## src/hdl/prs_pkg.sv

```systemverilog
// Constants and types shared by the transceiver reset and start-up sequencer.
package prs_pkg;
   // Clock rate in kHz, 40 MHz crystal clock.
   localparam int unsigned CLK_KHZ = 40000;
   // Longest crystal settle time after power ramp, in ms.
   localparam int unsigned CRYSTAL_SETTLE_TIME_MS = 45;
   // Longest delay from stable crystal to release of the internal reset, in ms.
   localparam int unsigned POR_DELAY_MS = 40;
   // Longest core reset duration after reset release, in ms.
   localparam int unsigned CORE_RESET_DURATION_MS = 10;
   // Configuration deadline for the controller after reset complete, in ms.
   localparam int unsigned CONFIG_DEADLINE_MS = 500;
   // Cycle counts derived from the times above (longest times round down).
   localparam int unsigned POR_DELAY_CYC = POR_DELAY_MS * CLK_KHZ;
   localparam int unsigned CORE_RESET_CYC = CORE_RESET_DURATION_MS * CLK_KHZ;
   localparam int unsigned CONFIG_DEADLINE_CYC = CONFIG_DEADLINE_MS * CLK_KHZ;
   // Counter width, enough for the longest count.
   localparam int unsigned CNT_W = 25;
   // Width of the strap and bonding option words.
   localparam int unsigned STRAP_W = 8;
   // Reset values of the register groups.
   localparam logic [STRAP_W-1:0] STRAP_RST = 8'h00;
   localparam logic [STRAP_W-1:0] BOND_RST = 8'h00;
   localparam logic [15:0] CORE_CTRL_RST = 16'h0000;
   // Position of the soft reset bit in management register 0.
   localparam int unsigned SOFT_RST_BIT = 15;
   // Address of management register 0 on page 0.
   localparam logic [4:0] MGMT_REG0 = 5'h00;
   localparam logic [7:0] MGMT_PAGE0 = 8'h00;
   // Start-up sequence states.
   typedef enum logic [3:0] {
      PRS_SETTLE,
      PRS_POR_WAIT,
      PRS_LATCH,
      PRS_LINK_TRAIN,
      PRS_ADDR_WAIT,
      PRS_STATUS_MSG,
      PRS_CONFIG,
      PRS_AUTONEG,
      PRS_POWER_DOWN
   } prs_state_e;
endpackage : prs_pkg

```

## src/hdl/prs_sequencer.sv

```systemverilog
// Start-up ordering and reset distribution for a gigabit transceiver.
`timescale 1ns/1ps
// Overview of operation
// - Stable crystal, delay, release reset, latch straps.
// - Active-high master reset rst_i forces all defaults.
// - Train, await address, status, configure, negotiate.
// - Management bit 15 resets core only.
// - Link reset stops serdes, drops packet.
// - Link release clears FIFO unless wake switch.
// - In-band reset clears all but straps and wake filters.
// - Power-down pin also resets the core.
// - Each reset source clears its own groups.
// - Send reset-complete indication after core reset.
// - Bonding options load from memory or write.
// - Crystal stable within 45 ms.
// - Internal reset releases within 40 ms.
// - Core reset completes within 10 ms.
// - Soft reset clears page 0 only.
module prs_sequencer
   import prs_pkg::*;
#(
   parameter int unsigned POR_CYC = POR_DELAY_CYC,
   parameter int unsigned CORE_CYC = CORE_RESET_CYC,
   parameter int unsigned DEADLINE_CYC = CONFIG_DEADLINE_CYC
) (
   input wire logic clk_i,
   input wire logic rst_i,
   input wire logic crystal_stable_i,
   input wire logic [STRAP_W-1:0] strap_i,
   input wire logic serial_link_reset_pin_n_i,
   input wire logic lan_off_pin_n_i,
   input wire logic inband_reset_i,
   input wire logic wake_switch_i,
   input wire logic link_trained_i,
   input wire logic mgmt_addr_valid_i,
   input wire logic mgmt_wr_i,
   input wire logic [7:0] mgmt_page_i,
   input wire logic [4:0] mgmt_reg_i,
   input wire logic [15:0] mgmt_wdata_i,
   input wire logic config_done_i,
   input wire logic nvm_bond_load_i,
   input wire logic [STRAP_W-1:0] nvm_bond_i,
   input wire logic bond_wr_i,
   input wire logic [STRAP_W-1:0] bond_wdata_i,
   output logic por_n_o,
   output logic [STRAP_W-1:0] strap_o,
   output logic [STRAP_W-1:0] bond_o,
   output logic core_reset_o,
   output logic serdes_run_o,
   output logic drop_packet_o,
   output logic fifo_clear_o,
   output logic link_train_o,
   output logic status_msg_o,
   output logic reset_done_o,
   output logic autoneg_o,
   output logic config_late_o,
   output logic fuse_reload_o,
   output logic power_down_o,
   output logic [15:0] core_ctrl_o
);

   // Sequencer state and its next value.
   prs_state_e state_q, state_d;
   // Shared wait counter for the internal reset delay and the core reset timer.
   logic [CNT_W-1:0] cnt_q, cnt_d;
   // Internal reset level, low while held.
   logic por_n_q, por_n_d;
   // Latched straps and bonding options.
   logic [STRAP_W-1:0] strap_q, strap_d;
   logic [STRAP_W-1:0] bond_q, bond_d;
   // Core reset running, and reset-complete indication.
   logic core_rst_q, core_rst_d;
   logic done_q, done_d;
   // Serdes run flag, one-cycle event outputs, and the sticky late and power-down flags.
   logic serdes_q, serdes_d;
   logic drop_q, drop_d;
   logic fifo_clr_q, fifo_clr_d;
   logic fuse_q, fuse_d;
   logic status_q, status_d;
   logic late_q, late_d;
   logic pd_q, pd_d;
   // Core page 0 control word, the only core register kept here.
   logic [15:0] ctrl_q, ctrl_d;
   // Previous level of the link reset pin; resets to its idle high level, so no false edge.
   logic link_n_q;
   // Configuration deadline counter, separate so it runs alongside the steps.
   logic [CNT_W-1:0] dl_q, dl_d;
   logic train_q, train_d, aneg_q, aneg_d; // Registered state decodes for the outputs.

   // Decode of a page 0 register 0 write; used for soft reset and control.
   function automatic logic is_reg0(input logic [7:0] page, input logic [4:0] rg);
      is_reg0 = (page == MGMT_PAGE0) && (rg == MGMT_REG0);
   endfunction : is_reg0

   logic soft_rst, link_rise, link_fall; // Decoded request strobes.
   assign soft_rst = mgmt_wr_i && is_reg0(mgmt_page_i, mgmt_reg_i)
                     && mgmt_wdata_i[SOFT_RST_BIT];
   assign link_rise = serial_link_reset_pin_n_i && !link_n_q;
   assign link_fall = !serial_link_reset_pin_n_i && link_n_q;

   // Next-state logic for the start-up sequence and every reset source.
   always_comb begin
      state_d = state_q;
      cnt_d = cnt_q;
      por_n_d = por_n_q;
      strap_d = strap_q;
      bond_d = bond_q;
      core_rst_d = core_rst_q;
      done_d = done_q;
      serdes_d = serdes_q;
      drop_d = 1'b0;
      fifo_clr_d = 1'b0;
      fuse_d = 1'b0;
      status_d = 1'b0;
      late_d = late_q;
      pd_d = pd_q;
      ctrl_d = ctrl_q;
      dl_d = dl_q;
      // Bonding options take either source; the controller write wins a tie.
      if (nvm_bond_load_i) begin
         bond_d = nvm_bond_i;
      end
      if (bond_wr_i) begin
         bond_d = bond_wdata_i;
      end
      // Ordinary control writes to page 0 register 0.
      if (mgmt_wr_i && is_reg0(mgmt_page_i, mgmt_reg_i) && !core_rst_q) begin
         ctrl_d = mgmt_wdata_i;
         ctrl_d[SOFT_RST_BIT] = 1'b0;
      end
      unique case (state_q)
         PRS_SETTLE: begin
            // Waits for the crystal; the internal reset stays low.
            cnt_d = '0;
            if (crystal_stable_i) begin
               state_d = PRS_POR_WAIT;
            end
         end
         PRS_POR_WAIT: begin
            // Bounded delay after the crystal settles.
            if (cnt_q >= CNT_W'(POR_CYC - 1)) begin
               por_n_d = 1'b1;
               state_d = PRS_LATCH;
            end else begin
               cnt_d = cnt_q + 1'b1;
            end
         end
         PRS_LATCH: begin
            // Straps are caught one clock after release, never under reset.
            strap_d = strap_i;
            core_rst_d = 1'b1;
            cnt_d = '0;
            state_d = PRS_LINK_TRAIN;
         end
         PRS_LINK_TRAIN: begin
            // Training runs the serdes, and only with the link reset pin deasserted.
            serdes_d = serial_link_reset_pin_n_i;
            if (serial_link_reset_pin_n_i && link_trained_i) begin
               state_d = PRS_ADDR_WAIT;
            end
         end
         PRS_ADDR_WAIT: begin
            if (mgmt_addr_valid_i && done_q) begin
               state_d = PRS_STATUS_MSG;
            end
         end
         PRS_STATUS_MSG: begin
            status_d = 1'b1;
            dl_d = '0;
            state_d = PRS_CONFIG;
         end
         PRS_CONFIG: begin
            // Flags a controller that misses its deadline; sticky until reset.
            if (config_done_i) begin
               state_d = PRS_AUTONEG;
            end else if (dl_q >= CNT_W'(DEADLINE_CYC - 1)) begin
               late_d = 1'b1;
            end else begin
               dl_d = dl_q + 1'b1;
            end
         end
         PRS_AUTONEG, PRS_POWER_DOWN: begin
            // Both hold; only the in-band message or the master reset brings the part out of power-down.
            state_d = state_q;
         end
         default: begin
            state_d = PRS_SETTLE;
         end
      endcase
      // Core reset timer counts independently of the sequence step.
      if (core_rst_q) begin
         if (cnt_q >= CNT_W'(CORE_CYC - 1)) begin
            core_rst_d = 1'b0;
            done_d = 1'b1;
         end else begin
            cnt_d = cnt_q + 1'b1;
         end
      end
      // Link reset: stop serdes and drop any packet in flight.
      if (link_fall) begin
         serdes_d = 1'b0;
         drop_d = 1'b1;
      end
      if (link_rise) begin
         serdes_d = 1'b1;
         fifo_clr_d = !wake_switch_i;
      end
      // Soft reset restarts the core only; page 0 returns to defaults.
      if (soft_rst && por_n_q) begin
         core_rst_d = 1'b1;
         done_d = 1'b0;
         ctrl_d = CORE_CTRL_RST;
         cnt_d = '0;
      end
      // The power-down pin is also a core reset, and enters power-down.
      if (!lan_off_pin_n_i && por_n_q) begin
         core_rst_d = 1'b1;
         done_d = 1'b0;
         ctrl_d = CORE_CTRL_RST;
         cnt_d = '0;
         pd_d = 1'b1;
         state_d = PRS_POWER_DOWN;
      end
      // In-band reset: all but straps and wake filters, and leaves power-down.
      if (inband_reset_i && por_n_q) begin
         core_rst_d = 1'b1;
         done_d = 1'b0;
         ctrl_d = CORE_CTRL_RST;
         bond_d = BOND_RST;
         fuse_d = 1'b1;
         serdes_d = 1'b0;
         late_d = 1'b0;
         pd_d = 1'b0;
         cnt_d = '0;
         state_d = PRS_LINK_TRAIN;
      end
      train_d = (state_d == PRS_LINK_TRAIN);
      aneg_d = (state_d == PRS_AUTONEG);
   end

   // Registers; the asynchronous reset is the master reset of everything.
   always_ff @(posedge clk_i or posedge rst_i) begin
      if (rst_i) begin
         state_q <= PRS_SETTLE;
         cnt_q <= '0;
         por_n_q <= 1'b0;
         strap_q <= STRAP_RST;
         bond_q <= BOND_RST;
         core_rst_q <= 1'b0;
         done_q <= 1'b0;
         serdes_q <= 1'b0;
         drop_q <= 1'b0;
         fifo_clr_q <= 1'b0;
         fuse_q <= 1'b0;
         status_q <= 1'b0;
         late_q <= 1'b0;
         pd_q <= 1'b0;
         ctrl_q <= CORE_CTRL_RST;
         link_n_q <= 1'b1;
         dl_q <= '0;
         train_q <= 1'b0;
         aneg_q <= 1'b0;
      end else begin
         state_q <= state_d;
         cnt_q <= cnt_d;
         por_n_q <= por_n_d;
         strap_q <= strap_d;
         bond_q <= bond_d;
         core_rst_q <= core_rst_d;
         done_q <= done_d;
         serdes_q <= serdes_d;
         drop_q <= drop_d;
         fifo_clr_q <= fifo_clr_d;
         fuse_q <= fuse_d;
         status_q <= status_d;
         late_q <= late_d;
         pd_q <= pd_d;
         ctrl_q <= ctrl_d;
         link_n_q <= serial_link_reset_pin_n_i;
         dl_q <= dl_d;
         train_q <= train_d;
         aneg_q <= aneg_d;
      end
   end

   assign por_n_o = por_n_q;
   assign strap_o = strap_q;
   assign bond_o = bond_q;
   assign core_reset_o = core_rst_q;
   assign serdes_run_o = serdes_q;
   assign drop_packet_o = drop_q;
   assign fifo_clear_o = fifo_clr_q;
   assign link_train_o = train_q;
   assign status_msg_o = status_q;
   assign reset_done_o = done_q;
   assign autoneg_o = aneg_q;
   assign config_late_o = late_q;
   assign fuse_reload_o = fuse_q;
   assign power_down_o = pd_q;
   assign core_ctrl_o = ctrl_q;

   // Checks on the sequence and the reset distribution.
   a_strap_after_por: assert property (@(posedge clk_i) disable iff (rst_i)
      $rose(por_n_q) |=> (strap_q == $past(strap_i, 1)))
      else $error("straps not latched after release");
   a_por_low_settle: assert property (@(posedge clk_i) disable iff (rst_i)
      (state_q == PRS_SETTLE) |-> !por_n_q)
      else $error("internal reset released before settle");
   a_order_status: assert property (@(posedge clk_i) disable iff (rst_i)
      status_q |-> done_q && $past(state_q) == PRS_STATUS_MSG)
      else $error("status message out of order");
   a_soft_core: assert property (@(posedge clk_i) disable iff (rst_i)
      (soft_rst && por_n_q && !inband_reset_i) |=> core_rst_q && $stable(strap_q))
      else $error("soft reset effect wrong");
   a_link_stop: assert property (@(posedge clk_i) disable iff (rst_i)
      link_fall |=> !serdes_q && drop_q)
      else $error("serdes not stopped");
   a_fifo_clear: assert property (@(posedge clk_i) disable iff (rst_i)
      (link_rise && !inband_reset_i) |=> fifo_clr_q == !$past(wake_switch_i))
      else $error("fifo clear wrong");
   a_inband_all: assert property (@(posedge clk_i) disable iff (rst_i)
      (inband_reset_i && por_n_q) |=> core_rst_q && fuse_q && !pd_q && !done_q)
      else $error("in-band reset incomplete");
   a_pin_core: assert property (@(posedge clk_i) disable iff (rst_i)
      (!lan_off_pin_n_i && por_n_q && !inband_reset_i) |=> core_rst_q && pd_q)
      else $error("power-down pin did not reset core");
   a_done_time: assert property (@(posedge clk_i) disable iff (rst_i)
      $fell(core_rst_q) |-> done_q)
      else $error("reset complete not raised");
   a_page_clear: assert property (@(posedge clk_i) disable iff (rst_i)
      (soft_rst && por_n_q) |=> ctrl_q == CORE_CTRL_RST)
      else $error("page 0 not cleared");

   c_autoneg: cover property (@(posedge clk_i) disable iff (rst_i) $rose(autoneg_o));
   c_inband: cover property (@(posedge clk_i) disable iff (rst_i) inband_reset_i && done_q);
   c_wake: cover property (@(posedge clk_i) disable iff (rst_i) link_rise && wake_switch_i);

endmodule : prs_sequencer

```

## config.mk

```make
export PLATFORM = sky130hd
export DESIGN_NAME = prs_sequencer
export DESIGN_NICKNAME = d
export VERILOG_FILES = /design/src/hdl/prs_pkg.sv /design/src/hdl/prs_sequencer.sv
export SDC_FILE = /design/constraint.sdc
export NUM_CORES = 1
export LEC_CHECK = 0
export BUFFER_PORTS_ARGS = -buffer_cell sky130_fd_sc_hd__buf_2
export CAP_MARGIN = 20
export CORE_MARGIN = 5
export CORE_UTILIZATION = 40
export CTS_CLUSTER_DIAMETER = 50
export DETAILED_ROUTE_END_ITERATION = 8
export PLACE_DENSITY_LB_ADDON = 0.12
export SETUP_SLACK_MARGIN = 0.15
export SYNTH_ARGS = -nofsm -noshare
export SYNTH_HDL_FRONTEND = slang
export SYNTH_SLANG_ARGS = --single-unit
```

## constraint.sdc

```tcl
create_clock -name clk_i -period 4.6 [get_ports clk_i]
set_clock_uncertainty 0.2 [all_clocks]
set_input_delay 0.92 -clock clk_i [delete_from_list [all_inputs] [get_ports clk_i]]
set_output_delay 0.92 -clock clk_i [all_outputs]
set_load 0.005 [all_outputs]
```

==> Implementation_results.wiki, run 1 <==
{| class="wikitable"
! Metric !! Value
|-
| Status || complete, no violations
|-
| Reg-to-Reg Start || cnt_q[16]
|-
| Total length of routed wires || 13,300 um
|-
| Number of instances in the synthesized netlist || about 550
|-
| Class of the most critical hold timing path || register to register
|-
| Overall via count from detail_route || 4,586
|-
| Share of the core filled with cells || a little under 50%
|-
| Critical path arrival || between 3000 and 4000 ps
|-
| Cell family contributing the most delay on the critical path || simple AND/OR/NAND/NOR gates
|-
| Number of primary I/O pins || 110
|-
| Combinational fraction of design power || under 10%
|-
| Worst Setup Start Kind || register
|-
| WP buf/inv || 0
|-
| Source-to-sink clock delay at the later pin of the worst-skew pair || about 350 ps
|-
| Max-slew violation count || 0
|-
| Global-route wire length before repair || about 22,000 um
|-
| Cell area after technology mapping || around 5200 sq um
|-
| Sum of negative setup slack || 0 ps
|-
| Setup repair after global routing missed its margin || no
|-
| Max-cap viol count || 0
|-
| Critical Path Max Stage Delay || approximately 580 ps
|-
| Average cell area after synthesis || 9.51 sq um
|-
| Core region area || around 13,000 sq um
|-
| Headroom to the max-slew limit || 40.4%
|-
| Critical path origin || cnt_q[16]
|-
| Clock buffers created by TritonCTS || 9
|-
| Type of destination of the critical path || register
|-
| Area growth from synthesis to final layout || 19.3%
|-
| # resized after CTS || 0
|-
| Top cells by instance count after synthesis || 97 x sky130_fd_sc_hd__dfrtp_1, 65 x sky130_fd_sc_hd__nor2_1, 29 x sky130_fd_sc_hd__a21oi_1, 28 x sky130_fd_sc_hd__nand2_1, 27 x sky130_fd_sc_hd__o21ai_0
|-
| Clock tree buffer depth || 2
|-
| Maximum number of pins on one net before global-route repair || 82
|-
| Top-count cell post-synth || sky130_fd_sc_hd__dfrtp_1
|-
| Gpl congestion || about 0.92
|-
| Post-layout minimum cycle time || 3040 ps
|-
| Pre-Repair DR Iteration Count || 4
|-
| Setup bufs post-CTS || 0
|-
| Ratio of cells with drive above 1 in the final layout || 23.3%
|-
| Nets@finish || 712
|-
| Overall die height || about 120 um
|-
| Initial core utilization || a little over 40%
|-
| Synth Flop Type || sky130_fd_sc_hd__dfrtp_1
|-
| Count of antenna diodes in the layout || 0
|-
| Number of global-route vias before repair || 4,576
|-
| X dimension of the die || between 100 and 150 um
|-
| Flop pwr share || around 49%
|-
| Critical path class || register to register
|-
| Count of input and output buffers || around 110
|-
| Number of synthesized flops with an enable pin || 0
|-
| Die outline area || about 15,000 sq um
|-
| Antenna violations before repair || 0
|-
| Endpoints failing hold || 0
|-
| Number of design rule violations left after detail routing || 0
|-
| Power per standard cell area || 288 nW/um^2
|-
| Mapped Nets || 618
|-
| Number of distinct library cells after synthesis || 67
|-
| Leftover overflow at the end of global routing || 0
|-
| Via-per-instance ratio || 5.60
|-
| Leak Pwr || around 0.0029 uW
|-
| Hpwl dp || between 9000 and 10,000 um
|-
| Antenna-violating nets left || 0
|-
| CP cell instances || or2_2, nor4_1, a221o_1, and3_1, o21ai_2, o311ai_0
|-
| CTS tree || built
|-
| Share of the synthesized area in the top cell type || between 40% and 50%
|-
| Routed wire per std cell || 16.3 um
|-
| Most area-hungry cell type in the Yosys netlist || sky130_fd_sc_hd__dfrtp_1
|-
| Internal power summed over all cells || roughly 1400 uW
|-
| Share of total power consumed by net switching || a little over a fifth
|-
| Area after detailed placement || 5870 sq um
|-
| Proportion of synthesized flip-flops having asynchronous set or reset || 100%
|-
| Drt first-iter violations || 300
|-
| Worst-path clk slew || ~70 ps
|-
| Highest-delay cell along the critical path || sky130_fd_sc_hd__and3_1
|-
| Hold Buf Count CTS || 0
|-
| Total routing usage reported by global routing || around 18%
|-
| Slew at the pin with the worst max-slew slack || 890 ps
|-
| Finished layout cell area || approximately 6200 sq um
|-
| Synth Register Bits || 98
|-
| H-tree lvl count || 3
|-
| Largest cells by area after synthesis || sky130_fd_sc_hd__dfrtp_1 47%, sky130_fd_sc_hd__mux2i_1 5.0%, sky130_fd_sc_hd__nor2_1 4.7%
|-
| Required time at the endpoint of the critical path || about 4600 ps
|-
| CTS sink count || between 90 and 100
|-
| Number of standard-cell rows in the floorplan || between 40 and 50
|-
| Count of endpoints failing setup in the final report || 0
|-
| Fraction of power consumed by the clock network || ~46%
|-
| Net Switching || between 300 and 400 uW
|-
| Share of synthesized area occupied by flip-flops and latches || 47.1%
|-
| Worst vdd ir || 0.000214 V
|-
| F_max || 329 MHz
|-
| Yosys warning count || 0
|-
| Final period util || 66.1%
|-
| Hold wc startpoint || cnt_q[23]
|-
| Clk Tree Root Cell || sky130_fd_sc_hd__clkbuf_16
|-
| Critical path peak fanout || 16
|}
## registers in the layout, summed over array words and instances (netlist names), 4 cells and up
register     count
dl_q            25
strap_o          8
core_ctrl_o     15
cnt_q           25
state_q          4
bond_o           8
## per-stage QoR
step                      worst slack (ps)  total power [uW]  hold slack (ps)  std cells
after floorplan                        920               942              254        548
after CTS                             1570              1810              292        818
after detailed placement              1530               992              271        802
after global routing                  1290              1860              307        819
after global placement                1530               989              269        802
final                                 1560              1790              288        819
## metal layers
| layer | global-route usage (%) | wire [um] | vias up |
|---|---|---|---|
| li1 | - | - | 2209 |
| met1 | 23.5 | 5890 | 2235 |
| met2 | 29.3 | 6520 | 126 |
| met3 | 4.68 | 751 | 16 |
| met4 | 6.78 | 176 | 0 |
| met5 | 0 | 0 | - |
## placed cells by master, fill, tap and decap left out, types with 12 or more instances in the layout
master	n
sky130_fd_sc_hd__buf_2	108
sky130_fd_sc_hd__dfrtp_1	97
sky130_fd_sc_hd__nor2_1	65
sky130_fd_sc_hd__a21oi_1	29
sky130_fd_sc_hd__nand2_1	28
sky130_fd_sc_hd__o21ai_0	26
sky130_fd_sc_hd__mux2i_1	26
sky130_fd_sc_hd__inv_1	24
sky130_fd_sc_hd__nand3_1	24
sky130_fd_sc_hd__nand4_1	15
sky130_fd_sc_hd__nor3_1	14
sky130_fd_sc_hd__or3_1	12
sky130_fd_sc_hd__nor4_1	12
## cells by family after synthesis
logic type / count (synthesis) / share of synthesized area [%]
adders and majority gates: 4 / 0.960
other: 1 / 0.0719
xor gates and xnor gates: 10 / 1.68
and+or+nand+nor: 220 / 22.7
DFF: 98 / 47.1
buffers and inverters: 57 / 4.56
AOI/OAI and AO/OA: 124 / 16.3
muxes: 34 / 6.72
## power by group through the flow
stage | sequential (uW) | clock, uW | combinational [uW]
floorplan | 898 | 0 | 43.6
global placement | 898 | 0 | 91.2
detailed placement | 898 | 0 | 93.2
CTS | 882 | 839 | 93.3
global route | 883 | 865 | 107
finish | 882 | 813 | 93.4
## final timing paths
| check | cells after the start | slack [ps] | to |
|---|---|---|---|
| worst max-delay path | 6 | 1560 | cnt_q[15] |
| worst min-delay path | 1 | 290 | cnt_q[23] |
| worst max register to register | 6 | 1560 | cnt_q[15] |
| worst min register to register | 1 | 290 | cnt_q[23] |
| max in group asynchronous | 4 | 2950 | core_ctrl_o[0] |
| min in group asynchronous | 2 | 370 | strap_o[3] |
## cell type report
class,instances,area [sq um]
Clock inverter,6,90.1
Tap cell,172,215
Clock buffer,10,229
Timing Repair Buffer,115,613
Multi-Input combinational cell,393,2520
Sequential cell,98,2450
Inverter,25,96.3
Fill cell,1264,6500
Note: power is estimated with default switching activity, not from simulation.
==> run 2: changes to the inputs <==
==> constraint.sdc (replaced) <==
create_clock -name clk_i -period 3.1 [get_ports clk_i]
set_clock_uncertainty 0.2 [all_clocks]
set_input_delay 0.62 -clock clk_i [delete_from_list [all_inputs] [get_ports clk_i]]
set_output_delay 0.62 -clock clk_i [all_outputs]
set_load 0.005 [all_outputs]
==> Implementation_results.wiki, run 2 (synthesized netlist as in run 1, its figures left out) <==
{| class="wikitable"
! Metric !! Value
|-
| Leftover overflow at the end of global routing || 0
|-
| Maximum number of pins on one net before global-route repair || slightly below 100
|-
| Power per standard cell area || about 420 nW/um^2
|-
| Detailed-routed wire length on met3 || roughly 670 um
|-
| Drt first-iter violations || around 330
|-
| Finished layout cell area || ~6400 sq um
|-
| X dimension of the die || roughly 120 um
|-
| F_max || 361 MHz
|-
| Clock tree buffer depth || 2
|-
| Leak Pwr || 0.00299 uW
|-
| Critical path class || register to register
|-
| Number of filler cells placed in the layout || around 1,200
|-
| Share of total power consumed by net switching || between 20 and 25%
|-
| Setup repair after global routing missed its margin || no
|-
| Overall Power || roughly 2700 uW
|-
| Fraction of power consumed by the clock network || between 40% and 50%
|-
| Final period util || between 80% and 90%
|-
| Overall die height || roughly 120 um
|-
| Area growth from synthesis to final layout || 22.7%
|-
| Count of antenna diodes in the layout || 0
|-
| Number of global-route vias before repair || about 4,500
|-
| Top library cells by usage in the layout, fill and taps aside || 108 x sky130_fd_sc_hd__buf_2, 97 x sky130_fd_sc_hd__dfrtp_1, 65 x sky130_fd_sc_hd__nor2_1
|-
| Overall via count from detail_route || 4,639
|-
| Sum of negative setup slack || 0 ps
|-
| Share of the core filled with cells || around 50%
|-
| H-tree lvl count || 3
|-
| Hpwl dp || slightly above 10,000 um
|-
| Net Switching || ~600 uW
|-
| Max-slew violation count || 0
|-
| Antenna violations before repair || 0
|-
| Slew at the pin with the worst max-slew slack || approximately 560 ps
|-
| Class of the most critical hold timing path || input port to async pin
|-
| Hold Buf Count CTS || 0
|-
| Flop pwr share || approximately half
|-
| Leading cell type in the layout, fill and taps excluded || sky130_fd_sc_hd__buf_2
|-
| Max-cap viol count || 0
|-
| Area after detailed placement || 6070 sq um
|-
| Total length of routed wires || 13,700 um
|-
| Required time at the endpoint of the critical path || between 3000 and 4000 ps
|-
| Length of routed met2 wiring || ~6500 um
|-
| Critical path arrival || around 2800 ps
|-
| Count of input and output buffers || between 100 and 150
|-
| Pre-Repair DR Iteration Count || 5
|-
| Highest metal used || met4
|-
| Gpl congestion || 0.892
|-
| Core region area || roughly 13,000 sq um
|-
| Number of standard-cell rows in the floorplan || 41
|-
| Clock buffers created by TritonCTS || 9
|-
| Number of primary I/O pins || 110
|-
| Number of design rule violations left after detail routing || 0
|-
| Global-route wire length before repair || between 20,000 and 25,000 um
|-
| Headroom to the max-slew limit || a little over three fifths
|-
| Type of destination of the critical path || register
|-
| Via-per-instance ratio || 5.51
|-
| Count of endpoints failing setup in the final report || 0
|-
| Worst hold slack after final layout || between 200 and 250 ps
|-
| Post-layout minimum cycle time || roughly 2800 ps
|-
| Routed wire per std cell || about 16 um
|-
| Combinational fraction of design power || 5.2%
|-
| Die outline area || 15,400 sq um
|-
| Internal power summed over all cells || 2080 uW
|-
| Antenna-violating nets left || 0
|-
| Endpoints failing hold || 0
|-
| CTS tree || built
|-
| Source-to-sink clock delay at the later pin of the worst-skew pair || ~350 ps
|-
| Worst-path clk slew || 70 ps
|-
| Initial core utilization || between 40% and 50%
|-
| Ratio of cells with drive above 1 in the final layout || 26.3%
|-
| Clk Tree Root Cell || sky130_fd_sc_hd__clkbuf_16
|-
| Total routing usage reported by global routing || 18.5%
|-
| Worst vdd ir || a little over 0.0003 V
|-
| CTS sink count || 98
|-
| Worst Setup Start Kind || register
|-
| Critical path peak fanout || 12
|-
| Status || complete, no violations
|-
| Nets@finish || between 700 and 800
|-
| Routed length on met1 || around 6300 um
|}
## run 2: cell types whose count changed in the layout (fill, tap and decap cells not counted)
cell and change:
sky130_fd_sc_hd__buf_4 +23, sky130_fd_sc_hd__inv_8 +2, sky130_fd_sc_hd__and3_1 -1, sky130_fd_sc_hd__and3_2 +1
sky130_fd_sc_hd__buf_12 +1, sky130_fd_sc_hd__buf_16 -1, sky130_fd_sc_hd__clkbuf_1 -1, sky130_fd_sc_hd__clkinv_2 +1
sky130_fd_sc_hd__inv_4 -1, sky130_fd_sc_hd__inv_6 -1
## run 2: critical path: stages (launching register included)
cell and delay (ps):
sky130_fd_sc_hd__dfrtp_1 450, sky130_fd_sc_hd__or2_2 340, sky130_fd_sc_hd__nor4_1 380, sky130_fd_sc_hd__a221o_1 330, sky130_fd_sc_hd__and3_2 380, sky130_fd_sc_hd__o21ai_2 180, sky130_fd_sc_hd__o311ai_0 370
## run 2: repair_timing
action | in CTS | in global routing
setup buffers | 0 | 0
hold endpoints to repair | 0 | 0
gates resized for setup | 0 | 1
setup endpoints to repair | 0 | 4
## run 2: final cells by class
type	instances	area [sq um]	share of cell area [%]
multi-input cells	393	2520	39.5
flip-flops and latches	98	2450	38.4
repair buffers	138	778	12.2
clock buffers	9	225	3.52
well taps	172	215	3.37
clock inverters	7	101	1.59
inverters	25	97.6	1.53
## run 2: final timing paths
check	slack (ps)	start	endpoint	depth (start not counted)
min in group clk_i	210	wake_switch_i	fifo_clear_o	2
worst min-delay path	210	rst_i	dl_q[19]	3
worst min register to register	290	cnt_q[24]	cnt_q[24]	1
worst max-delay path	330	cnt_q[15]	cnt_q[15]	6
worst max register to register	330	cnt_q[15]	cnt_q[15]	6
max in group asynchronous	2080	rst_i	core_ctrl_o[0]	3
## run 2: layer usage
layer  vias to the layer above  GRT usage, %
li1                       2260             -
met1                      2222          24.7
met2                       133          30.0
met3                        24          3.27
met4                         0          7.26
met5                         -             0
## run 2: power by group through the flow
| stage | clock network, uW | logic, uW | registers, uW |
|---|---|---|---|
| 2_1_floorplan | 0 | 65.0 | 1330 |
| 3_3_place_gp | 0 | 139 | 1330 |
| 3_5_place_dp | 0 | 141 | 1330 |
| 4_1_cts | 1270 | 141 | 1310 |
| 5_1_grt | 1320 | 159 | 1310 |
| 6_report | 1230 | 138 | 1310 |
## run 2: stage by stage
| step | worst slack (ps) | std cells |
|---|---|---|
| after floorplan | 562 | 548 |
| after global placement | 311 | 826 |
| after detailed placement | 271 | 826 |
| final | 331 | 842 |
| after CTS | 248 | 842 |
| after global routing | 186 | 842 |
==> run 3: changes to the inputs <==
--- a/config.mk
+++ b/config.mk
@@ -7,7 +7,6 @@
 export LEC_CHECK = 0
 export BUFFER_PORTS_ARGS = -buffer_cell sky130_fd_sc_hd__buf_2
 export CAP_MARGIN = 20
-export CORE_MARGIN = 5
 export CORE_UTILIZATION = 40
 export CTS_CLUSTER_DIAMETER = 50
 export DETAILED_ROUTE_END_ITERATION = 8
==> Implementation_results.wiki, run 3 (synthesized netlist as in run 1, its figures left out) <==
{| class="wikitable"
! Metric !! Value
|-
| Sum of negative setup slack || 0 ps
|-
| Number of standard-cell rows in the floorplan || between 40 and 50
|-
| Core region area || between 10,000 and 15,000 sq um
|-
| Critical Path Max Stage Delay || 490 ps
|-
| Routed wire per std cell || 15.9 um
|-
| Die outline area || roughly 13,000 sq um
|-
| Overall Power || about 2500 uW
|-
| Clk Tree Root Cell || sky130_fd_sc_hd__clkbuf_16
|-
| Antenna-violating nets left || 0
|-
| Share of total power consumed by net switching || around a quarter
|-
| Class of the most critical hold timing path || input port to async pin
|-
| Critical path class || register to register
|-
| Hpwl dp || between 9000 and 10,000 um
|-
| Number of design rule violations left after detail routing || 0
|-
| Headroom to the max-slew limit || between 50 and 60%
|-
| Count of antenna diodes in the layout || 0
|-
| Global-route wire length before repair || ~22,000 um
|-
| Overall via count from detail_route || between 4,000 and 5,000
|-
| Combinational fraction of design power || ~5.5%
|-
| Gpl congestion || around 0.95
|-
| Type of destination of the critical path || register
|-
| Net Switching || between 500 and 600 uW
|-
| Leak Pwr || slightly below 0.003 uW
|-
| Worst Setup Start Kind || register
|-
| Area growth from synthesis to final layout || 21.9%
|-
| Worst hold slack after final layout || approximately 150 ps
|-
| Critical path arrival || 2800 ps
|-
| Endpoints failing hold || 0
|-
| Internal power summed over all cells || approximately 1900 uW
|-
| Pre-Repair DR Iteration Count || 5
|-
| Required time at the endpoint of the critical path || between 3000 and 4000 ps
|-
| Number of global-route vias before repair || about 4,500
|-
| F_max || 357 MHz
|-
| H-tree lvl count || 3
|-
| Critical path peak fanout || 9
|-
| Setup repair after global routing missed its margin || no
|-
| Via-per-instance ratio || 5.51
|-
| Antenna violations before repair || 0
|-
| X dimension of the die || between 100 and 150 um
|-
| Reg2reg setup slack || around 300 ps
|-
| Total length of routed wires || about 13,000 um
|-
| Clock buffers created by TritonCTS || 9
|-
| Source-to-sink clock delay at the later pin of the worst-skew pair || about 350 ps
|-
| Count of input and output buffers || approximately 110
|-
| Initial core utilization || between 40% and 50%
|-
| Worst vdd ir || between 0.0003 and 0.0004 V
|-
| Nets@finish || roughly 740
|-
| Fraction of power consumed by the clock network || around 43%
|-
| Count of endpoints failing setup in the final report || 0
|-
| Final period util || 90.3%
|-
| Flop pwr share || 51.6%
|-
| CTS sink count || 98
|-
| Number of filler cells placed in the layout || 1,199
|-
| Leading cell type in the layout, fill and taps excluded || sky130_fd_sc_hd__buf_2
|-
| Critical path origin || cnt_q[3]
|-
| Highest-delay cell along the critical path || sky130_fd_sc_hd__dfrtp_1
|-
| Status || complete, no violations
|-
| Leftover overflow at the end of global routing || 0
|-
| Worst-path clk slew || 70 ps
|-
| Maximum number of pins on one net before global-route repair || a little over 40
|-
| CP cell instances || nand4_4, or3_4, a221o_1, and3_2, buf_4, o2111ai_1, o311ai_0
|-
| CTS tree || built
|-
| Drt first-iter violations || about 340
|-
| Number of primary I/O pins || between 100 and 150
|-
| Max-cap viol count || 0
|-
| Power per standard cell area || approximately 400 nW/um^2
|-
| Slew at the pin with the worst max-slew slack || roughly 640 ps
|-
| Max-slew violation count || 0
|-
| Clock tree buffer depth || 2
|-
| Ratio of cells with drive above 1 in the final layout || 26.3%
|-
| Overall die height || between 100 and 150 um
|-
| Post-layout minimum cycle time || 2800 ps
|-
| Reg-to-Reg Start || cnt_q[3]
|-
| Setup bufs post-CTS || 0
|-
| Total routing usage reported by global routing || 21.1%
|-
| Top library cells by usage in the layout, fill and taps aside || 108 x sky130_fd_sc_hd__buf_2, 97 x sky130_fd_sc_hd__dfrtp_1, 65 x sky130_fd_sc_hd__nor2_1
|}
-- run 3: cell count changes in the layout (fill, tap and decap cells not counted) --
cell / previous run / this run
sky130_fd_sc_hd__inv_6: 0 / 4
sky130_fd_sc_hd__bufinv_16: 2 / 0
sky130_fd_sc_hd__inv_8: 2 / 0
sky130_fd_sc_hd__clkbuf_8: 0 / 1
sky130_fd_sc_hd__clkinv_2: 2 / 1
sky130_fd_sc_hd__clkinv_4: 1 / 0
sky130_fd_sc_hd__clkinvlp_4: 1 / 2
-- run 3: final cells by class --
cell class	instances	area [sq um]	area share [%]
multi-input combinational	393	2520	39.7
timing repair buffer	138	778	12.2
sequential	98	2450	38.6
clock inverter	6	47.5	0.748
inverter	25	97.6	1.54
clock buffer	10	239	3.76
tap	172	215	3.39
-- run 3: per-layer routing --
metal | part of all wire [%] | routed length (um) | global-route usage (%) | up-vias
li1 | - | - | - | 2257
met1 | 46 | 6150 | 27.8 | 2222
met2 | 46 | 6210 | 33.5 | 144
met3 | 5.7 | 769 | 4.98 | 19
met4 | 1.9 | 248 | 8.80 | 0
met5 | 0 | 0 | 0 | -
-- run 3: path summary, 6_finish.rpt --
path / to / cells past startpoint
min in group clk_i: fifo_clear_o / 2
max in group asynchronous: strap_o[1] / 3
min reg2reg: cnt_q[22] / 1
min: status_msg_o / 2
max: cnt_q[3] / 7
max reg2reg: cnt_q[3] / 7
-- run 3: power groups by stage --
stage	Clock, uW	Combinational (uW)	Sequential [uW]
floorplan	0	65.0	1330
global placement	0	141	1330
detailed placement	0	144	1330
CTS	1130	144	1310
global route	1180	161	1310
finish	1090	140	1310
-- run 3: stage by stage --
step           area, sq um  worst slack, ps  instances  utilization, %
2_1_floorplan         5220              562        548               -
3_3_place_gp          6070              421        826            47.9
3_5_place_dp          6070              328        826            47.9
4_1_cts               6350              289        842            50.1
5_1_grt               6350              155        842            50.1
6_report              6350              301        842            50.1
-- run 3: timing repair --
item	in CTS	in global routing
setup endpoints to repair	0	2
resized for setup	0	1
hold buffers	0	0
-- run 3: critical path: cells and delay by family, from the launching register on --
kind            cells  cell delay (ps)
buf+inv             1              200
compound gates      3              840
flops               1              490
simple gates        3              920
